File: src/tofc_pkg.sv
// package: register map, field layout and reset values of the timer configuration block
package tofc_pkg;
	localparam logic [7:0]  ADDR_TIMER_CONFIG    = 8'h00;
	localparam logic [7:0]  ADDR_FAULT_POLARITY  = 8'h04;
	localparam logic [7:0]  ADDR_SYNC_CONFIG     = 8'h08;
	localparam logic [7:0]  ADDR_CONTROL         = 8'h0C;
	localparam logic [7:0]  ADDR_IRQ_STATUS      = 8'h10;
	localparam logic [7:0]  ADDR_IRQ_MASK        = 8'h14;
	// timer_config field positions
	localparam int          CONF_RATIO_LSB       = 0;
	localparam int          CONF_RATIO_W         = 5;
	localparam int          CONF_HALT_LSB        = 6;
	localparam int          CONF_HALT_W          = 2;
	localparam int          CONF_EXT_TB_BIT      = 9;
	localparam int          CONF_TB_OUT_BIT      = 10;
	localparam int          FAULT_N              = 4;
	localparam int          SYNC_LOW_W           = 21;
	// control register bits
	localparam int          CTRL_WRITE_PROTECT_DISABLE_BIT       = 0;
	localparam int          CTRL_OVF_BIT         = 1;
	// interrupt status bits
	localparam int          IRQ_W                = 3;
	localparam int          IRQ_OVF_FLAG_BIT     = 0;
	localparam int          IRQ_FAULT_BIT        = 1;
	localparam int          IRQ_EXT_TB_BIT       = 2;
	// reset values
	localparam logic [4:0]  RST_RATIO            = 5'h00;
	localparam logic [1:0]  RST_HALT             = 2'h0;
	localparam logic [3:0]  RST_FAULT_POL        = 4'h0;
	localparam logic [20:0] RST_SYNC_LOW         = 21'h000000;
	localparam logic        RST_WRITE_PROTECT_DISABLE            = 1'b0;
	localparam logic [2:0]  RST_IRQ              = 3'h0;

	typedef struct packed {
		logic [7:0]  addr;
		logic [31:0] wdata;
		logic        wr;
		logic        rd;
	} tofc_bus_req_t;

	typedef struct packed {
		logic       tb_out_en;
		logic       ext_tb_en;
		logic [1:0] halt_sel;
		logic [4:0] ratio;
	} tofc_conf_t;
endpackage : tofc_pkg

File: src/tofc_top.sv
// module: overflow flag ratio, time base enables, debug halt select, fault polarity
//
// Design decisions made here: the strobed register port and the register offsets.
`timescale 1ns/1ps
module tofc_top (
	input  wire logic                clk,
	input  wire logic                rstn,
	input  wire logic                ce,
	input  wire tofc_pkg::tofc_bus_req_t bus,
	output logic [31:0]              rdata,
	input  wire logic                cnt_overflow,
	input  wire logic                cnt_time_base,
	input  wire logic                ext_time_base_in,
	input  wire logic [3:0]          fault_in,
	output logic                     overflow_flag,
	output logic                     time_base_out,
	output logic                     time_base_sel,
	output logic [1:0]               debug_halt_behaviour,
	output logic [3:0]               fault_active,
	output logic                     irq
);
	// register state
	tofc_pkg::tofc_conf_t conf;
	tofc_pkg::tofc_conf_t next_conf;
	logic [3:0]           fault_pol;
	logic [3:0]           next_fault_pol;
	logic [20:0]          sync_low;
	logic [20:0]          next_sync_low;
	logic                 write_protect_disable;
	logic                 next_write_protect_disable;
	logic [2:0]           irq_status;
	logic [2:0]           next_irq_status;
	logic [2:0]           irq_mask;
	logic [2:0]           next_irq_mask;
	logic [31:0]          next_rdata;
	// overflow skip state
	logic [4:0]           skip_cnt;
	logic [4:0]           next_skip_cnt;
	logic                 next_overflow_flag;
	// pin synchronisers
	logic [3:0]           flt_s1;
	logic [3:0]           flt_s2;
	logic [3:0]           flt_s3;
	logic [3:0]           flt_stable;
	logic [3:0]           next_flt_stable;
	logic                 etb_s1;
	logic                 etb_s2;
	logic                 etb_s3;
	logic                 etb_stable;
	logic                 next_etb_stable;
	logic [3:0]           next_flt_s1;
	logic [3:0]           next_flt_s2;
	logic [3:0]           next_flt_s3;
	logic                 next_etb_s1;
	logic                 next_etb_s2;
	logic                 next_etb_s3;
	// outputs
	logic                 next_time_base_out;
	logic                 next_time_base_sel;
	logic [3:0]           next_fault_active;
	logic                 next_irq;
	logic [1:0]           next_debug_halt_behaviour;
	logic                 ovf_flag_set;
	logic                 etb_edge;

	// write strobe to a given address
	function automatic logic wr_hit(input tofc_pkg::tofc_bus_req_t b, input logic [7:0] a);
		return b.wr && (b.addr == a);
	endfunction : wr_hit

	// register writes and interrupt status
	always_comb begin
		next_conf       = conf;
		next_fault_pol  = fault_pol;
		next_sync_low   = sync_low;
		next_write_protect_disable      = write_protect_disable;
		next_irq_mask   = irq_mask;
		next_irq_status = irq_status;
		if (wr_hit(bus, tofc_pkg::ADDR_TIMER_CONFIG)) begin
			next_conf.ratio     = bus.wdata[tofc_pkg::CONF_RATIO_LSB +: tofc_pkg::CONF_RATIO_W];
			next_conf.halt_sel  = bus.wdata[tofc_pkg::CONF_HALT_LSB +: tofc_pkg::CONF_HALT_W];
			next_conf.ext_tb_en = bus.wdata[tofc_pkg::CONF_EXT_TB_BIT];
			next_conf.tb_out_en = bus.wdata[tofc_pkg::CONF_TB_OUT_BIT];
		end
		if (wr_hit(bus, tofc_pkg::ADDR_FAULT_POLARITY) && write_protect_disable) begin
			next_fault_pol = bus.wdata[tofc_pkg::FAULT_N-1:0];
		end
		if (wr_hit(bus, tofc_pkg::ADDR_SYNC_CONFIG)) begin
			next_sync_low = bus.wdata[tofc_pkg::SYNC_LOW_W-1:0];
		end
		if (wr_hit(bus, tofc_pkg::ADDR_CONTROL)) begin
			next_write_protect_disable = bus.wdata[tofc_pkg::CTRL_WRITE_PROTECT_DISABLE_BIT];
		end
		if (wr_hit(bus, tofc_pkg::ADDR_IRQ_MASK)) begin
			next_irq_mask = bus.wdata[tofc_pkg::IRQ_W-1:0];
		end
		// write one to clear, then new events win
		if (wr_hit(bus, tofc_pkg::ADDR_IRQ_STATUS)) begin
			next_irq_status = irq_status & ~bus.wdata[tofc_pkg::IRQ_W-1:0];
		end
		next_irq_status[tofc_pkg::IRQ_OVF_FLAG_BIT] =
			next_irq_status[tofc_pkg::IRQ_OVF_FLAG_BIT] | ovf_flag_set;
		next_irq_status[tofc_pkg::IRQ_FAULT_BIT] =
			next_irq_status[tofc_pkg::IRQ_FAULT_BIT] | (|next_fault_active);
		next_irq_status[tofc_pkg::IRQ_EXT_TB_BIT] =
			next_irq_status[tofc_pkg::IRQ_EXT_TB_BIT] | etb_edge;
		// level interrupt from unmasked status
		next_irq = |(next_irq_status & next_irq_mask);
	end

	// read data mux, answer in the cycle after the strobe
	always_comb begin
		next_rdata = 32'h00000000;
		if (bus.rd) begin
			unique case (bus.addr)
				tofc_pkg::ADDR_TIMER_CONFIG: begin
					next_rdata[tofc_pkg::CONF_RATIO_LSB +: tofc_pkg::CONF_RATIO_W] = conf.ratio;
					next_rdata[tofc_pkg::CONF_HALT_LSB +: tofc_pkg::CONF_HALT_W]   = conf.halt_sel;
					next_rdata[tofc_pkg::CONF_EXT_TB_BIT] = conf.ext_tb_en;
					next_rdata[tofc_pkg::CONF_TB_OUT_BIT] = conf.tb_out_en;
				end
				tofc_pkg::ADDR_FAULT_POLARITY: next_rdata[tofc_pkg::FAULT_N-1:0] = fault_pol;
				tofc_pkg::ADDR_SYNC_CONFIG:    next_rdata[tofc_pkg::SYNC_LOW_W-1:0] = sync_low;
				tofc_pkg::ADDR_CONTROL: begin
					next_rdata[tofc_pkg::CTRL_WRITE_PROTECT_DISABLE_BIT] = write_protect_disable;
					next_rdata[tofc_pkg::CTRL_OVF_BIT]   = overflow_flag;
				end
				tofc_pkg::ADDR_IRQ_STATUS: next_rdata[tofc_pkg::IRQ_W-1:0] = irq_status;
				tofc_pkg::ADDR_IRQ_MASK:   next_rdata[tofc_pkg::IRQ_W-1:0] = irq_mask;
				default:                   next_rdata = 32'h00000000;
			endcase
		end
	end

	// overflow skip counter and flag pulse
	always_comb begin
		next_skip_cnt      = skip_cnt;
		next_overflow_flag = 1'b0;
		if (cnt_overflow) begin
			if (skip_cnt == 5'h00) begin
				next_overflow_flag = 1'b1;
				next_skip_cnt = conf.ratio;
			end else begin
				next_skip_cnt = skip_cnt - 5'h01;
			end
		end
		ovf_flag_set = next_overflow_flag;
	end

	// agreement of second and third stage, else hold the old level
	function automatic logic settle_bit(input logic s2, input logic s3, input logic held);
		return (s2 == s3) ? s3 : held;
	endfunction : settle_bit

	// fault pin synchroniser, a change counts once two stages agree
	always_comb begin
		next_flt_s1     = fault_in;
		next_flt_s2     = flt_s1;
		next_flt_s3     = flt_s2;
		next_flt_stable = flt_stable;
		for (int i = 0; i < tofc_pkg::FAULT_N; i++) begin
			next_flt_stable[i] = settle_bit(flt_s2[i], flt_s3[i], flt_stable[i]);
		end
	end

	// external time base synchroniser and rising edge detect
	always_comb begin
		next_etb_s1     = ext_time_base_in;
		next_etb_s2     = etb_s1;
		next_etb_s3     = etb_s2;
		next_etb_stable = settle_bit(etb_s2, etb_s3, etb_stable);
		etb_edge        = conf.ext_tb_en & next_etb_stable & ~etb_stable;
	end

	// output values: polarity, time base gating, halt select
	always_comb begin
		next_fault_active         = next_flt_stable ^ fault_pol;
		next_time_base_out        = conf.tb_out_en & cnt_time_base;
		next_time_base_sel        = conf.ext_tb_en & next_etb_stable;
		next_debug_halt_behaviour = next_conf.halt_sel;
	end

	// configuration registers
	always_ff @(posedge clk) begin
		if (!rstn) begin
			conf      <= '{1'b0, 1'b0, tofc_pkg::RST_HALT, tofc_pkg::RST_RATIO};
			fault_pol <= tofc_pkg::RST_FAULT_POL;
			sync_low  <= tofc_pkg::RST_SYNC_LOW;
			write_protect_disable     <= tofc_pkg::RST_WRITE_PROTECT_DISABLE;
		end else if (ce) begin
			conf      <= next_conf;
			fault_pol <= next_fault_pol;
			sync_low  <= next_sync_low;
			write_protect_disable     <= next_write_protect_disable;
		end
	end

	// interrupt status, mask and level output
	always_ff @(posedge clk) begin
		if (!rstn) begin
			irq_status <= tofc_pkg::RST_IRQ;
			irq_mask   <= tofc_pkg::RST_IRQ;
			irq        <= 1'b0;
		end else if (ce) begin
			irq_status <= next_irq_status;
			irq_mask   <= next_irq_mask;
			irq        <= next_irq;
		end
	end

	// read data, zero unless a read was taken
	always_ff @(posedge clk) begin
		if (!rstn) begin
			rdata <= 32'h00000000;
		end else if (ce) begin
			rdata <= next_rdata;
		end
	end

	// overflow skip counter and flag pulse
	always_ff @(posedge clk) begin
		if (!rstn) begin
			skip_cnt      <= 5'h00;
			overflow_flag <= 1'b0;
		end else if (ce) begin
			skip_cnt      <= next_skip_cnt;
			overflow_flag <= next_overflow_flag;
		end
	end

	// fault pin synchroniser stages
	always_ff @(posedge clk) begin
		if (!rstn) begin
			flt_s1     <= 4'h0;
			flt_s2     <= 4'h0;
			flt_s3     <= 4'h0;
			flt_stable <= 4'h0;
		end else if (ce) begin
			flt_s1     <= next_flt_s1;
			flt_s2     <= next_flt_s2;
			flt_s3     <= next_flt_s3;
			flt_stable <= next_flt_stable;
		end
	end

	// external time base synchroniser stages, idle level low
	always_ff @(posedge clk) begin
		if (!rstn) begin
			etb_s1     <= 1'b0;
			etb_s2     <= 1'b0;
			etb_s3     <= 1'b0;
			etb_stable <= 1'b0;
		end else if (ce) begin
			etb_s1     <= next_etb_s1;
			etb_s2     <= next_etb_s2;
			etb_s3     <= next_etb_s3;
			etb_stable <= next_etb_stable;
		end
	end

	// registered outputs
	always_ff @(posedge clk) begin
		if (!rstn) begin
			time_base_out        <= 1'b0;
			time_base_sel        <= 1'b0;
			debug_halt_behaviour <= tofc_pkg::RST_HALT;
			fault_active         <= 4'h0;
		end else if (ce) begin
			time_base_out        <= next_time_base_out;
			time_base_sel        <= next_time_base_sel;
			debug_halt_behaviour <= next_debug_halt_behaviour;
			fault_active         <= next_fault_active;
		end
	end
endmodule : tofc_top

File: config.mk
export PLATFORM = sky130hd
export DESIGN_NAME = tofc_top
export DESIGN_NICKNAME = d
export VERILOG_FILES = /design/src/tofc_pkg.sv /design/src/tofc_top.sv
export SDC_FILE = /design/constraint.sdc
export NUM_CORES = 1
export LEC_CHECK = 0
export ABC_AREA = 1
export ABC_CLOCK_PERIOD_IN_PS = 1850
export BUFFER_PORTS_ARGS = -buffer_cell sky130_fd_sc_hd__buf_2
export CAP_MARGIN = 5
export CORE_ASPECT_RATIO = 0.7
export CORE_MARGIN = 4
export CORE_UTILIZATION = 30
export DETAILED_ROUTE_END_ITERATION = 8
export HOLD_SLACK_MARGIN = 0.15
export SLEW_MARGIN = 20
export SYNTH_ARGS = -nofsm -noshare
export SYNTH_HDL_FRONTEND = slang
export SYNTH_SLANG_ARGS = --single-unit
File: constraint.sdc
create_clock -name clk -period 1.85 [get_ports clk]
set_clock_uncertainty 0.05 [all_clocks]
set_input_delay 0.0925 -clock clk [delete_from_list [all_inputs] [get_ports clk]]
set_output_delay 0.0925 -clock clk [all_outputs]
set_load 0.01 [all_outputs]
==> reports/results.txt <==
EDFF count, synth - 0
post-CTS setup repair buffer count - 0
routed vias/inst - 4.61
Post-Synthesis Cells - 572
Final setup viols - 0
Die X-Extent - 148 µm
Placed Instances - 809
worst reg-to-reg setup slack - 210 ps
Ports - 94
post-route cell area - 5230 µm²
Yosys cell types - 34
r2r worst-path depth - 8
Crit Path Class - input port to register
Slowest-stage cell, CP - dlygate4sd3_1
fin. max-slew vios - 0
worst vdd ir - 473 µV
DRT Pass-1 Iters - 5
Hold Path Origin - bus[1]
pin count of the biggest net entering global routing - 42
final setup TNS - 0 ps
vias in the first global route - 3759
Overflow after GRT - 0
Seq/Total Area, Yosys - 0.460
final core occ - 0.392
WL final - 11200 µm
slowest stage delay, CP - 530 ps
Top FF cell, synth - dfxtp_1
Clock transition at path regs - 60 ps
htree depth - 3
worst path required time - 2070 ps
First DRT Iteration DRCs - 312
delay-heaviest family, CP - buffers and inverters
Max Fclk - 0.579 GHz
worst path cell trace - dlygate4sd3_1, buf_2, nor2_1, nand2_1, nor2_4, nand2_4, inv_2, o21ai_0, a21oi_1
share of layout cells above drive strength 1 - 0.167
initial antenna violation count - 0
# DRC - 0
average size of a mapped cell - 7.23 µm²
status - complete, no violations
area leader, netlist - dfxtp_1
Die Y - 106 µm
Power Density - 853 nW/µm²
crit path max fanout - 11
Hold WC Path Type - input port to register
Post-Place Setup Slack - 273 ps
Synth warnings - 0
GRT Util Overall - 0.144
CTS root buf - clkbuf_16
clock latency on the worst-skew pair - 340 ps
nets - 718
Synth area leaders - dfxtp_1 (46%), nand2_1 (10%), nor2_1 (8.1%)
Design Power - 4.46 mW
RSZ-0062 raised after global routing - no
antenna diode count - 0
Initial Utilization - 0.311
Final Cycle Share - 0.933
Startpoint Class - input port
Area Growth Syn to Fin - 26.4%
core area - 13300 µm²
post-DP HPWL - 7890 µm
share of the synthesized area in the top cell type - 0.460
Hold Worst Slack - 183 ps
CTS Buf Count - 9
top cells by count, synth - nand2_1 (111), dfxtp_1 (95), nor2_1 (89), o21ai_0 (66), inv_1 (50)
CTS resizes - 0
Yosys reg bits - 95
CTS sink cnt - 95
DR WL/cell - 13.1 µm
GP Congestion - 0.847
reg-to-reg endpoint - skip_cnt[4]$_SDFFE_PN0P_
CP Capture Type - register
hold depth - 4
Die Outline Area - 15800 µm²
mapped cell area - 4140 µm²
final hold viol count - 0
PortBufs - 71
vias post-DR - 3936
placement row count - 35
Hold Path Sink - irq_status[0]$_SDFFE_PN0P_
Leak - 2.38 nW
first-pass GRT wire length - 18400 µm
DP Area - 4620 µm²
maximum clock path buffer count - 2
reg2reg start - skip_cnt[0]$_SDFFE_PN0P_
fin worst setup slack - 124 ps
crit path DAT - 1950 ps
most common cell in the netlist - nand2_1
Routed Antenna Nets - 0
worst path bufs/invs - 3
non-filler cells, final - 854
maxcap violations - 0
Tmin final - 1730 ps
asr flop ratio synth - 0
CTS tree - done
[placed cells by master (no fill, tap or decap), types with 2 or more instances in the layout]
cell and instances:
buf_4 8, a21oi_1 49, o21ai_1 3, clkbuf_16 9, nor2_4 4, a31oi_1 5, nor2_2 5, nor2_1 89
buf_2 71, a211oi_1 3, inv_2 3, o21ai_0 66, nand2_1 111, nand4_1 4, dlygate4sd3_1 30, dfxtp_1 95
conb_1 11, inv_1 50, o211ai_1 7, clkbuf_8 3, nand3_1 25, nand2_4 2
[logic make-up after synthesis]
logic type | share of synthesized area
adders and majority gates | 0.00545
xor gates and xnor gates | 0.00212
other | 0.000907
buffers and inverters | 0.103
DFF | 0.460
AOI/OAI and AO/OA | 0.175
and+or+nand+nor | 0.253
[sequential cells by signal, indices dropped and copies added, names as in the netlist]
name / flops
rdata: 21
sync_low: 21
conf: 7
skip_cnt: 5
fault_active: 4
fault_pol: 4
flt_s1: 4
flt_s2: 4
flt_s3: 4
flt_stable: 4
irq_mask: 3
irq_status: 3
debug_halt_behaviour: 2
etb_s1: 1
etb_s2: 1
etb_s3: 1
etb_stable: 1
irq: 1
overflow_flag: 1
time_base_out: 1
time_base_sel: 1
write_protect_disable: 1
[final cells by class]
class / count / area (µm²)
multi-input cells: 395 / 1840
repair buffers: 110 / 736
flip-flops and latches: 95 / 1900
inverters: 54 / 204
clock buffers: 13 / 270
well taps: 185 / 231
fillers: 1415 / 8090
clock inverters: 2 / 38.8
[metal layers]
metal / track usage / up-vias / share of wire / wire length [µm]
met2: 0.214 / 126 / 0.41 / 4610
met4: 0.0323 / 0 / 0.0095 / 106
met3: 0.0362 / 14 / 0.071 / 798
met5: 0 / - / 0 / 0
li1: - / 2010 / - / -
met1: 0.210 / 1786 / 0.51 / 5690
[worst reg2reg max path, stage by stage (launching register included)]
cell,delay [ps]
dfxtp_1,310
inv_1,90
ha_1,180
nand3_1,100
nor2_1,270
inv_1,90
nor2_1,260
nand2_1,100
a21oi_1,130
[report_power, final]
part	leakage [nW]	internal [mW]	switching, mW
Combinational	1.46	0.169	0.248
Sequential	0.773	2.10	0.0327
Clock	0.152	1.15	0.754
[worst max-delay path by stage]
stage	startpoint	to	slack [ps]	cells after the start
after CTS	bus[37]	conf[1]$_SDFFE_PN0P_	120	9
after detailed placement	skip_cnt[0]$_SDFFE_PN0P_	skip_cnt[4]$_SDFFE_PN0P_	270	8
after global placement	bus[41]	rdata[10]$_SDFFE_PN0P_	340	8
after floorplan	skip_cnt[0]$_SDFFE_PN0P_	skip_cnt[3]$_SDFFE_PN0P_	430	8
final	bus[37]	conf[1]$_SDFFE_PN0P_	120	9
after global routing	bus[37]	conf[1]$_SDFFE_PN0P_	9	9
[timing repair]
item | CTS | global route
hold buffers | 30 | 0
hold endpoints to repair | 47 | 0
setup endpoints to repair | 0 | 1
Power figures use the tool's default switching activity.
